File: config.mk
export PLATFORM = sky130hd
export DESIGN_NAME = bts_top
export DESIGN_NICKNAME = d
export VERILOG_FILES = /design/src/hdl/bts_pkg.sv /design/src/hdl/bts_regfile.sv /design/src/hdl/bts_pick.sv /design/src/hdl/bts_top.sv
export SDC_FILE = /design/constraint.sdc
export NUM_CORES = 2
export LEC_CHECK = 0
export BUFFER_PORTS_ARGS = -buffer_cell sky130_fd_sc_hd__clkbuf_2
export CORE_MARGIN = 5
export CORE_UTILIZATION = 30
export DETAILED_ROUTE_END_ITERATION = 7
export PLACE_DENSITY = 0.46
export SYNTH_ARGS = -nofsm -noshare
export SYNTH_HDL_FRONTEND = slang
export SYNTH_SLANG_ARGS = --single-unit
File: constraint.sdc
create_clock -name hclk -period 19.76 [get_ports hclk]
set_clock_uncertainty 0.2 [all_clocks]
set_input_delay 1.976 -clock hclk [delete_from_list [all_inputs] [get_ports hclk]]
set_output_delay 1.976 -clock hclk [all_outputs]
set_load 0.02 [all_outputs]
File: src/hdl/bts_pkg.sv
package bts_pkg;

	// ****************************************************
	// Register map (byte addresses)
	// ****************************************************
	localparam logic [7:0] BTS_OFS_INSTR = 8'h00;
	localparam logic [7:0] BTS_OFS_IADDR = 8'h04;
	localparam logic [7:0] BTS_OFS_STATUS = 8'h08;
	localparam logic [7:0] BTS_OFS_CUR_SW = 8'h0C;
	localparam logic [7:0] BTS_OFS_SAVED_SW = 8'h10;
	localparam logic [7:0] BTS_OFS_CYCLES = 8'h14;
	localparam int BTS_RF_WIN_BIT = 7;
	localparam int BTS_RF_BANK_BIT = 6;

	// ****************************************************
	// Instruction word fields
	// ****************************************************
	localparam int BTS_BIT_PRE = 24;
	localparam int BTS_BIT_UP = 23;
	localparam int BTS_BIT_USER = 22;
	localparam int BTS_BIT_WB = 21;
	localparam int BTS_BIT_LOAD = 20;
	localparam int BTS_BASE_MSB = 19;
	localparam int BTS_BASE_LSB = 16;
	localparam int BTS_NREGS = 16;

	// ****************************************************
	// Status bits and constants
	// ****************************************************
	localparam int BTS_ST_BUSY = 0;
	localparam int BTS_ST_ABORT = 1;
	localparam int BTS_ST_PCLOAD = 2;
	localparam logic [3:0] BTS_PC_IDX = 4'hF;
	localparam logic [31:0] BTS_PC_STORE_OFS = 32'h0000000C;
	localparam logic [31:0] BTS_WORD_BYTES = 32'h00000004;
	localparam logic BTS_BANK_CUR = 1'b0;
	localparam logic BTS_BANK_USER = 1'b1;

	typedef enum logic [1:0] {BTS_CYC_NONE, BTS_CYC_N, BTS_CYC_S, BTS_CYC_I} bts_cyc_e;

	typedef enum logic [2:0] {
		BTS_IDLE, BTS_LDBASE, BTS_PREF, BTS_XFER, BTS_INT, BTS_PCN, BTS_PCS, BTS_END
	} bts_state_e;

	typedef struct packed {
		logic pre;
		logic up;
		logic user;
		logic wb;
		logic load;
		logic [3:0] base;
		logic [15:0] list;
	} bts_instr_s;

	typedef struct packed {
		logic active;
		logic write;
		bts_cyc_e ctype;
		logic [31:0] addr;
		logic [31:0] wdata;
	} bts_mem_req_s;

	function automatic bts_instr_s bts_decode(input logic [31:0] w);
		bts_instr_s d;
		d.pre = w[BTS_BIT_PRE];
		d.up = w[BTS_BIT_UP];
		d.user = w[BTS_BIT_USER];
		d.wb = w[BTS_BIT_WB];
		d.load = w[BTS_BIT_LOAD];
		d.base = w[BTS_BASE_MSB:BTS_BASE_LSB];
		d.list = w[BTS_NREGS-1:0];
		return d;
	endfunction

endpackage

File: src/hdl/bts_regfile.sv
`timescale 1ns/1ps
module bts_regfile (
	input wire logic hclk, // Clock
	input wire logic hresetn, // Async reset, active low
	input wire logic wa_en, // Write port A enable
	input wire logic [4:0] wa_addr, // Write port A index
	input wire logic [31:0] wa_data, // Write port A data
	input wire logic wb_en, // Write port B enable
	input wire logic [4:0] wb_addr, // Write port B index
	input wire logic [31:0] wb_data, // Write port B data
	input wire logic [4:0] rd_addr, // Read index
	output logic [31:0] rd_data // Registered read data
);
	logic [31:0] mem_r [0:31];

	// ****************************************************
	// Two write ports, port A wins on a clash
	// ****************************************************
	genvar gi;
	generate
		for (gi = 0; gi < 32; gi++) begin : g_word
			always_ff @(posedge hclk or negedge hresetn) begin
				if (!hresetn) begin
					mem_r[gi] <= 32'h00000000;
				end else if (wa_en && wa_addr == 5'(gi)) begin
					mem_r[gi] <= wa_data;
				end else if (wb_en && wb_addr == 5'(gi)) begin
					mem_r[gi] <= wb_data;
				end
			end
		end
	endgenerate

	always_ff @(posedge hclk or negedge hresetn) begin
		if (!hresetn) begin
			rd_data <= 32'h00000000;
		end else begin
			rd_data <= mem_r[rd_addr];
		end
	end
endmodule

File: src/hdl/bts_pick.sv
`timescale 1ns/1ps
module bts_pick (
	input wire logic [15:0] mask, // Remaining register mask
	output logic [3:0] low_idx, // Lowest set bit
	output logic [15:0] low_hot, // Lowest set bit, one-hot
	output logic [4:0] count // Number of set bits
);
	import bts_pkg::*;
	// ****************************************************
	// Lowest-first priority pick and population count
	// ****************************************************
	always_comb begin
		low_idx = 4'h0;
		count = 5'h00;
		for (int i = BTS_NREGS - 1; i >= 0; i--) begin
			if (mask[i]) begin
				low_idx = 4'(i);
			end
		end
		for (int i = 0; i < BTS_NREGS; i++) begin
			count = count + 5'(mask[i]);
		end
	end

	assign low_hot = mask & (~mask + 16'h0001);
endmodule

File: src/hdl/bts_top.sv
`timescale 1ns/1ps
// Notes on behaviour
// - Bit i of the 16-bit mask selects register i for transfer.
// - A stored program counter register reads as instruction address plus 12.
// - Registers move lowest first, so the program counter register goes last.
// - Addresses come from base, pre and up bits; lowest register at lowest address.
// - Without write-back the base keeps its value unless loaded.
// - Low two address bits are ignored internally but still driven out.
// - User-bit load with program counter copies saved into current status word.
// - User-bit store with program counter reads the user bank.
// - User bit without program counter: both directions use the user bank.
// - Write-back ends cycle two; first store starts cycle two.
// - A loaded base replaces the written-back base.
// - Store abort: finish, then trap; only base write-back changes state.
// - Load abort: suppress that load and all later writes, then trap.
// - After a load abort the base is restored to updated or original value.
// - Cycle counts: load nS+1N+1I, with PC (n+1)S+2N+1I, store (n-1)S+2N.
// - Write-back bit requests base update; user bit requests restore or user bank.
// - Pre and up bits give IA, IB, DA, DB modes; load bit picks direction.
module bts_top (
	input wire logic hclk, // Clock, 10 MHz
	input wire logic hresetn, // Async reset, active low
	input wire logic hsel, // Slave select
	input wire logic [31:0] haddr, // Address
	input wire logic [1:0] htrans, // Transfer type
	input wire logic hwrite, // Write
	input wire logic [2:0] hsize, // Transfer size
	input wire logic [31:0] hwdata, // Write data
	input wire logic hready, // Bus ready
	output logic [31:0] hrdata, // Read data
	output logic hreadyout, // Slave ready
	output logic hresp, // Response, always OKAY
	output bts_pkg::bts_mem_req_s mem_req, // Memory transfer request
	input wire logic [31:0] mem_rdata, // Memory read data
	input wire logic mem_abort, // Abort from memory manager
	output logic data_abort_trap // Pulse: take data abort trap
);
	import bts_pkg::*;

	// ****************************************************
	// Bus slave: address and data phase
	// ****************************************************
	logic dp_valid_r, dp_write_r, rd_ok_r;
	logic [7:0] dp_addr_r;
	logic busy;
	wire addr_ok = hsel && hready && htrans[1];
	wire dp_rf = dp_addr_r[BTS_RF_WIN_BIT];
	wire ap_rf_rd = addr_ok && !hwrite && haddr[BTS_RF_WIN_BIT];
	wire dp_stall = dp_valid_r && busy && (dp_write_r || dp_rf);
	wire dp_rd_wait = dp_valid_r && dp_rf && !dp_write_r && !rd_ok_r;
	wire dp_done = dp_valid_r && !dp_stall && !dp_rd_wait;
	wire dp_wr = dp_done && dp_write_r;
	wire [4:0] dp_rf_idx = dp_addr_r[BTS_RF_BANK_BIT:2];
	assign hreadyout = !dp_valid_r || dp_done;
	assign hresp = 1'b0;
	always_ff @(posedge hclk or negedge hresetn) begin
		if (!hresetn) begin
			dp_valid_r <= 1'b0;
			dp_write_r <= 1'b0;
			dp_addr_r <= 8'h00;
		end else if (hreadyout) begin
			dp_valid_r <= addr_ok;
			dp_write_r <= hwrite;
			dp_addr_r <= haddr[7:0];
		end
	end

	wire rd_issue_ap = hreadyout && ap_rf_rd && !busy;
	wire rd_issue_dp = dp_rd_wait && !busy;
	always_ff @(posedge hclk or negedge hresetn) begin
		if (!hresetn) begin
			rd_ok_r <= 1'b0;
		end else begin
			rd_ok_r <= rd_issue_ap || (rd_issue_dp && !rd_ok_r) || (rd_ok_r && !hreadyout);
		end
	end

	// ****************************************************
	// Control and status registers
	// ****************************************************
	logic [31:0] iaddr_r, cur_sw_r, saved_sw_r, cycles_r, cycles_nxt;
	logic abort_flag_r, pcload_flag_r;
	bts_instr_s ins_r;
	bts_state_e state_r, state_nxt;
	logic abort_r, first_r, wbdone_r;
	logic [31:0] addr_r, orig_base_r, newb_r;
	logic [15:0] rem_r;
	logic [3:0] cur_r;
	wire start = dp_wr && dp_addr_r == BTS_OFS_INSTR;
	wire seq_end = state_r == BTS_END;
	wire pc_step = state_r == BTS_XFER && ins_r.load && cur_r == BTS_PC_IDX;
	wire ab_any = abort_r || mem_abort;
	wire sw_restore = pc_step && ins_r.user && !ab_any;

	always_ff @(posedge hclk or negedge hresetn) begin
		if (!hresetn) begin
			iaddr_r <= 32'h00000000;
			cur_sw_r <= 32'h00000000;
			saved_sw_r <= 32'h00000000;
		end else begin
			if (dp_wr && dp_addr_r == BTS_OFS_IADDR) begin
				iaddr_r <= hwdata;
			end
			if (sw_restore) begin
				cur_sw_r <= saved_sw_r;
			end else if (dp_wr && dp_addr_r == BTS_OFS_CUR_SW) begin
				cur_sw_r <= hwdata;
			end
			if (dp_wr && dp_addr_r == BTS_OFS_SAVED_SW) begin
				saved_sw_r <= hwdata;
			end
		end
	end

	// Sticky flags; a set in the clearing cycle wins
	wire clr_st = dp_wr && dp_addr_r == BTS_OFS_STATUS;
	wire set_abort = seq_end && abort_r;
	wire set_pcl = pc_step && !ab_any;

	always_ff @(posedge hclk or negedge hresetn) begin
		if (!hresetn) begin
			abort_flag_r <= 1'b0;
			pcload_flag_r <= 1'b0;
		end else begin
			abort_flag_r <= set_abort || (abort_flag_r && !(clr_st && hwdata[BTS_ST_ABORT]));
			pcload_flag_r <= set_pcl || (pcload_flag_r && !(clr_st && hwdata[BTS_ST_PCLOAD]));
		end
	end

	// ****************************************************
	// Register file and lowest-register pick
	// ****************************************************
	logic [31:0] rf_rdata;
	logic [3:0] low_idx;
	logic [15:0] low_hot;
	logic [4:0] list_cnt;

	// User bank unless a load also reloads the program counter register
	wire xbank = ins_r.user && !(ins_r.load && ins_r.list[BTS_PC_IDX]);
	wire seq_rd = state_r == BTS_PREF || state_r == BTS_XFER;
	wire [4:0] seq_raddr = state_r == BTS_LDBASE ? {BTS_BANK_CUR, ins_r.base} : {xbank, low_idx};
	wire [4:0] bus_raddr = rd_issue_dp ? dp_rf_idx : haddr[BTS_RF_BANK_BIT:2];
	wire [4:0] rf_raddr = (busy && (seq_rd || state_r == BTS_LDBASE)) ? seq_raddr : bus_raddr;

	wire ld_we = state_r == BTS_XFER && ins_r.load && !ab_any;
	wire bus_we = dp_wr && dp_rf;
	wire wa_en = ld_we || bus_we;
	wire [4:0] wa_addr = ld_we ? {xbank, cur_r} : dp_rf_idx;
	wire [31:0] wa_data = ld_we ? mem_rdata : hwdata;

	// Write-back in cycle two; after a load abort the base is put back
	wire wb_now = state_r == BTS_XFER && first_r && ins_r.wb;
	wire restore = seq_end && ins_r.load && abort_r;
	wire [31:0] restore_val = ins_r.wb ? newb_r : orig_base_r;
	wire wb_en = wb_now || restore;
	wire [31:0] wb_data = restore ? restore_val : newb_r;

	bts_regfile u_rf (
		.hclk(hclk),
		.hresetn(hresetn),
		.wa_en(wa_en),
		.wa_addr(wa_addr),
		.wa_data(wa_data),
		.wb_en(wb_en),
		.wb_addr({BTS_BANK_CUR, ins_r.base}),
		.wb_data(wb_data),
		.rd_addr(rf_raddr),
		.rd_data(rf_rdata)
	);

	bts_pick u_pick (
		.mask(rem_r),
		.low_idx(low_idx),
		.low_hot(low_hot),
		.count()
	);

	bts_pick u_cnt (
		.mask(ins_r.list),
		.low_idx(),
		.low_hot(),
		.count(list_cnt)
	);

	// ****************************************************
	// Address arithmetic
	// ****************************************************
	wire [31:0] span = {25'h0000000, list_cnt, 2'b00};
	wire [31:0] base_now = rf_rdata;
	wire [31:0] base_up = base_now + span;
	wire [31:0] base_dn = base_now - span;
	logic [31:0] low_addr;

	always_comb begin
		unique case ({ins_r.pre, ins_r.up})
			2'b01: low_addr = base_now;
			2'b11: low_addr = base_now + BTS_WORD_BYTES;
			2'b00: low_addr = base_dn + BTS_WORD_BYTES;
			2'b10: low_addr = base_dn;
		endcase
	end

	// ****************************************************
	// Sequencer
	// ****************************************************
	wire last_xfer = rem_r == 16'h0000;
	assign busy = state_r != BTS_IDLE;
	always_comb begin
		state_nxt = state_r;
		unique case (state_r)
			BTS_IDLE: if (start) state_nxt = BTS_LDBASE;
			BTS_LDBASE: state_nxt = BTS_PREF;
			BTS_PREF: state_nxt = BTS_XFER;
			BTS_XFER: if (last_xfer) state_nxt = ins_r.load ? BTS_INT : BTS_END;
			BTS_INT: state_nxt = (ins_r.list[BTS_PC_IDX] && !abort_r) ? BTS_PCN : BTS_END;
			BTS_PCN: state_nxt = BTS_PCS;
			BTS_PCS: state_nxt = BTS_END;
			BTS_END: state_nxt = BTS_IDLE;
		endcase
	end

	always_comb begin
		cycles_nxt = cycles_r;
		if (start) begin
			cycles_nxt = 32'h00000000;
		end else if (mem_req.ctype != BTS_CYC_NONE) begin
			cycles_nxt = cycles_r + 32'h00000001;
		end
	end

	always_ff @(posedge hclk or negedge hresetn) begin
		if (!hresetn) begin
			state_r <= BTS_IDLE;
			cycles_r <= 32'h00000000;
		end else begin
			state_r <= state_nxt;
			cycles_r <= cycles_nxt;
		end
	end

	always_ff @(posedge hclk or negedge hresetn) begin
		if (!hresetn) begin
			ins_r <= '0;
			rem_r <= 16'h0000;
			cur_r <= 4'h0;
			addr_r <= 32'h00000000;
			orig_base_r <= 32'h00000000;
			newb_r <= 32'h00000000;
			first_r <= 1'b0;
			wbdone_r <= 1'b0;
			abort_r <= 1'b0;
		end else begin
			if (start) begin
				ins_r <= bts_decode(hwdata);
				rem_r <= bts_decode(hwdata).list;
				abort_r <= 1'b0;
				wbdone_r <= 1'b0;
			end
			if (state_r == BTS_PREF) begin
				orig_base_r <= base_now;
				newb_r <= ins_r.up ? base_up : base_dn;
				addr_r <= low_addr;
				first_r <= 1'b1;
			end
			if (seq_rd) begin
				cur_r <= low_idx;
				rem_r <= rem_r & ~low_hot;
			end
			if (state_r == BTS_XFER) begin
				addr_r <= addr_r + BTS_WORD_BYTES;
				first_r <= 1'b0;
				wbdone_r <= wbdone_r || wb_now;
				abort_r <= ab_any;
			end
		end
	end

	// ****************************************************
	// Memory request
	// ****************************************************
	wire base_fresh = wbdone_r && cur_r == ins_r.base && !xbank;
	logic [31:0] st_data;
	always_comb begin
		if (cur_r == BTS_PC_IDX) begin
			st_data = iaddr_r + BTS_PC_STORE_OFS;
		end else if (base_fresh) begin
			st_data = newb_r;
		end else begin
			st_data = rf_rdata;
		end
	end

	always_comb begin
		mem_req = '0;
		unique case (state_r)
			BTS_PREF, BTS_PCN: mem_req.ctype = BTS_CYC_N;
			BTS_PCS: mem_req.ctype = BTS_CYC_S;
			BTS_INT: mem_req.ctype = BTS_CYC_I;
			BTS_XFER: begin
				mem_req.active = 1'b1;
				mem_req.write = !ins_r.load;
				mem_req.addr = addr_r;
				mem_req.wdata = ins_r.load ? 32'h00000000 : st_data;
				mem_req.ctype = (first_r && !ins_r.load) ? BTS_CYC_N : BTS_CYC_S;
			end
			default: mem_req.ctype = BTS_CYC_NONE;
		endcase
	end

	assign data_abort_trap = set_abort;

	// ****************************************************
	// Read data mux
	// ****************************************************
	logic [31:0] csr_rdata;
	always_comb begin
		unique case (dp_addr_r)
			BTS_OFS_INSTR: csr_rdata = {7'h00, ins_r.pre, ins_r.up, ins_r.user, ins_r.wb,
				ins_r.load, ins_r.base, ins_r.list};
			BTS_OFS_IADDR: csr_rdata = iaddr_r;
			BTS_OFS_STATUS: csr_rdata = {29'h00000000, pcload_flag_r, abort_flag_r, busy};
			BTS_OFS_CUR_SW: csr_rdata = cur_sw_r;
			BTS_OFS_SAVED_SW: csr_rdata = saved_sw_r;
			BTS_OFS_CYCLES: csr_rdata = cycles_r;
			default: csr_rdata = 32'h00000000;
		endcase
	end

	assign hrdata = dp_rf ? rf_rdata : csr_rdata;
	logic [2:0] unused_size;
	assign unused_size = hsize;
endmodule

==> flow_summary.json <==
{
  "slew_viol_final": 0,
  "ctsLongestPathBuffers": 3,
  "h-tree-depth": 4,
  "ctsHoldBuffers": 0,
  "grt_busiest_layer": "met2",
  "yosys_warnings": 0,
  "rows": 177,
  "crit_arrival_ns": 8.44,
  "grt_start_max_net_pins": 174,
  "syn_nets": 7963,
  "clkSinkCount": 1342,
  "avgViaCountPerCell": 5.63,
  "via_count": 60500,
  "antenna_found_initial": 7,
  "crit_buf_inv": 2,
  "routed_wl_microns": 274000,
  "gr-usage-all-layers_pct": 21.9,
  "maxCapViolCount": 0,
  "hold_violations": 0,
  "n_fill_cell": 23900,
  "route.detailed.drc": 0,
  "final-seq-area_sq_mm": 0.0336,
  "required_ns": 20.22,
  "rsz0062_at_grt": "false",
  "port_buffers": 180,
  "crit_family": "adder cells",
  "dieWidth_microns": 493,
  "grtUsageMet2_pct": 35.7,
  "netlist_instances": 7821,
  "core_area_sq_mm": 0.233,
  "initial_core_util_pct": 30.1,
  "ios": 210,
  "cts-root-buf": "clkbuf_16",
  "power_leakage_nw": 32.6,
  "wire_per_inst_microns": 25.5,
  "slowest_delay_ns": 1.07,
  "power_per_cell_area_mw_per_mm2": 144,
  "grt_pass1_vias": 58200,
  "syn_avg_cell_area_sq_um": 8.96,
  "setup_viol_count_final": 0,
  "cts_tree": "yes",
  "synth_edf_count": 0,
  "drtAntennaViolNets": 0,
  "dpl.hpwl_microns": 170000,
  "cts_buffers": 155,
  "path_cells": "ha_1 > inv_1 > fa_1 > fa_1 > fa_1 > fa_1 > fa_1 > fa_1 > nor2b_1 > o21a_1 > inv_1 > ha_1 > nor3_2 > nand4_1 > nor4_1 > nand2_1 > a21oi_1 > nor2b_1 > o32a_1 > o22ai_1 > nand2_1",
  "first_pass_iters": 8,
  "yosysUniqueCellTypes": 97,
  "cp-start-kind": "flip-flop",
  "ys_seq_area_share_pct": 47.9,
  "overflow": 0,
  "worst_slew_pin_slew_ns": 1.44,
  "slew_headroom_pct": 2.94,
  "area_growth_pct": 12.9,
  "clkLatencyLatePin_ns": 0.82,
  "grt_use_met1_pct": 30.1,
  "use_met3_pct": 3.49,
  "multi_input_area_sq_mm": 0.0340,
  "fmaxAchievable_mhz": 125,
  "dieArea_sq_mm": 0.243,
  "hold_class": "reg2reg",
  "cpMaxStageDelayCell": "nor4_1",
  "tns_ns": 0,
  "drive_gt1_share_pct": 11.9,
  "power_mw": 11.4,
  "ys.flop_type": "dfrtp_1",
  "layout_min_cycle_time_ns": 7.98,
  "ir_drop_mv": 0.126,
  "clk_pin_slew_ns": 0.06,
  "cp_max_fo": 11,
  "syn_area_sq_mm": 0.0700,
  "synth_seq_cells": 1342,
  "async_flop_share_pct": 100,
  "period_share_pct": 40.4,
  "cts_setup_buffers": 0,
  "critical_path_class": "reg2reg",
  "cpMostUsedCell": "fa_1",
  "drt-initial-drc-count": 6193,
  "outcome": "finished, final reports clean",
  "final_nets": 7722,
  "die_h_microns": 493,
  "grt_pass1_wl_microns": 404000,
  "end_kind": "flip-flop",
  "cts_resized": 0,
  "gp_congestion": 0.869
}
## stage by stage
step / area, sq um / setup WS (ns) / utilization (%) / hold slack, ns / cells
final: 79100 / 11.78 / 34.0 / 0.271 / 10700
after global routing: 79100 / 11.55 / 34.0 / 0.291 / 10700
after CTS: 79100 / 11.91 / 34.0 / 0.277 / 10700
after detailed placement: 73900 / 11.91 / 31.8 / 0.263 / 10500
after global placement: 73900 / 11.99 / 31.8 / 0.256 / 10500
after floorplan: 70000 / 13.25 / - / 0.238 / 7821
## sequential cells by signal, indices dropped and copies added (netlist names), 3 cells and up
register,cells
rem_r,16
u_rf.rd_data,32
cycles_r,32
iaddr_r,32
saved_sw_r,32
cur_r,4
dp_addr_r,8
orig_base_r,32
ins_r,25
addr_r,32
u_rf.mem_r,1024
cur_sw_r,32
newb_r,30
state_r,3
## power by group
part	total [mW]	leakage, nW	internal (mW)	switching (mW)
clock	2.96	2.53	1.73	1.22
sequential	3.88	17.8	3.38	0.500
combinational	4.52	12.3	1.44	3.07
total	11.4	32.6	6.56	4.80
## Yosys cell counts, types with 68 or more instances
cell type / instances / area share [%]
a21oi_1: 180 / 1.3
a31oi_1: 91 / 0.81
a32oi_1: 69 / 0.86
and3_1: 68 / 0.61
clkbuf_1: 656 / 3.5
dfrtp_1: 1342 / 48
mux2_2: 155 / 2.5
mux2i_1: 424 / 6.1
nand2_1: 1805 / 9.7
nand3_1: 205 / 1.5
nor2_1: 222 / 1.2
nor3_1: 77 / 0.55
o211ai_1: 485 / 5.2
o21ai_0: 1102 / 7.9
## layer usage
metal | part of all wire, % | vias to the layer above | routed length [microns]
met5 | 0.0029 | - | 8
met4 | 2.9 | 2 | 8070
met3 | 7.0 | 437 | 19100
met2 | 46 | 2410 | 127000
met1 | 44 | 30400 | 121000
li1 | - | 27300 | -
## kinds of logic (layout without fill, tap and decap cells)
kind of cell | Yosys count | in the layout | share of synthesized area (%)
compound gates | 2342 | 2342 | 20.9
xor+xnor | 122 | 122 | 1.53
fa+ha+maj | 35 | 35 | 0.754
buf+inv | 817 | 692 | 4.60
flops | 1342 | 1342 | 47.9
mux | 580 | 580 | 8.58
other cells | 1 | 5 | 0.00535
simple gates | 2582 | 2582 | 15.6
## cell usage in the layout (no fill, tap or decap), drive strengths merged, types with 64 or more instances in the layout
master,count
a22oi,64
dfrtp,1342
mux2i,424
mux2,155
nand2,1806
nor2,225
a32oi,69
nor3,81
a31oi,92
buf,178
nand3,206
clkbuf,405
and3,68
o22a,64
o21ai,1139
o211ai,485
a21oi,182
inv,68
## final cells by class
type / instances / share of cell area (%)
Antenna cell: 4 / 0.0127
Timing Repair Buffer: 357 / 2.93
Sequential cell: 1342 / 42.5
Clock inverter: 47 / 0.808
Inverter: 62 / 0.294
Clock buffer: 226 / 5.71
Multi-Input combinational cell: 5662 / 43.0
Tap cell: 3043 / 4.81
## tightest hold or removal path, delay by kind of cell, from the launching register on
kind,cells,cell delay (ns)
DFF,1,0.34
AOI/OAI and AO/OA,1,0.06
and+or+nand+nor,1,0.04
## final timing paths
check / start / end / slack [ns] / cells after the start
worst max-delay path: ins_r[1] / addr_r[29] / 11.78 / 21
worst min-delay path: u_rf.mem_r[214] / u_rf.mem_r[214] / 0.27 / 2
max in group asynchronous: hresetn / u_rf.mem_r[224] / 15.13 / 4
min in group asynchronous: hresetn / cur_sw_r[11] / 1.00 / 1
worst max register to register: ins_r[1] / addr_r[29] / 11.78 / 21
worst min register to register: u_rf.mem_r[214] / u_rf.mem_r[214] / 0.27 / 2
(Power assumes the default switching activity.)
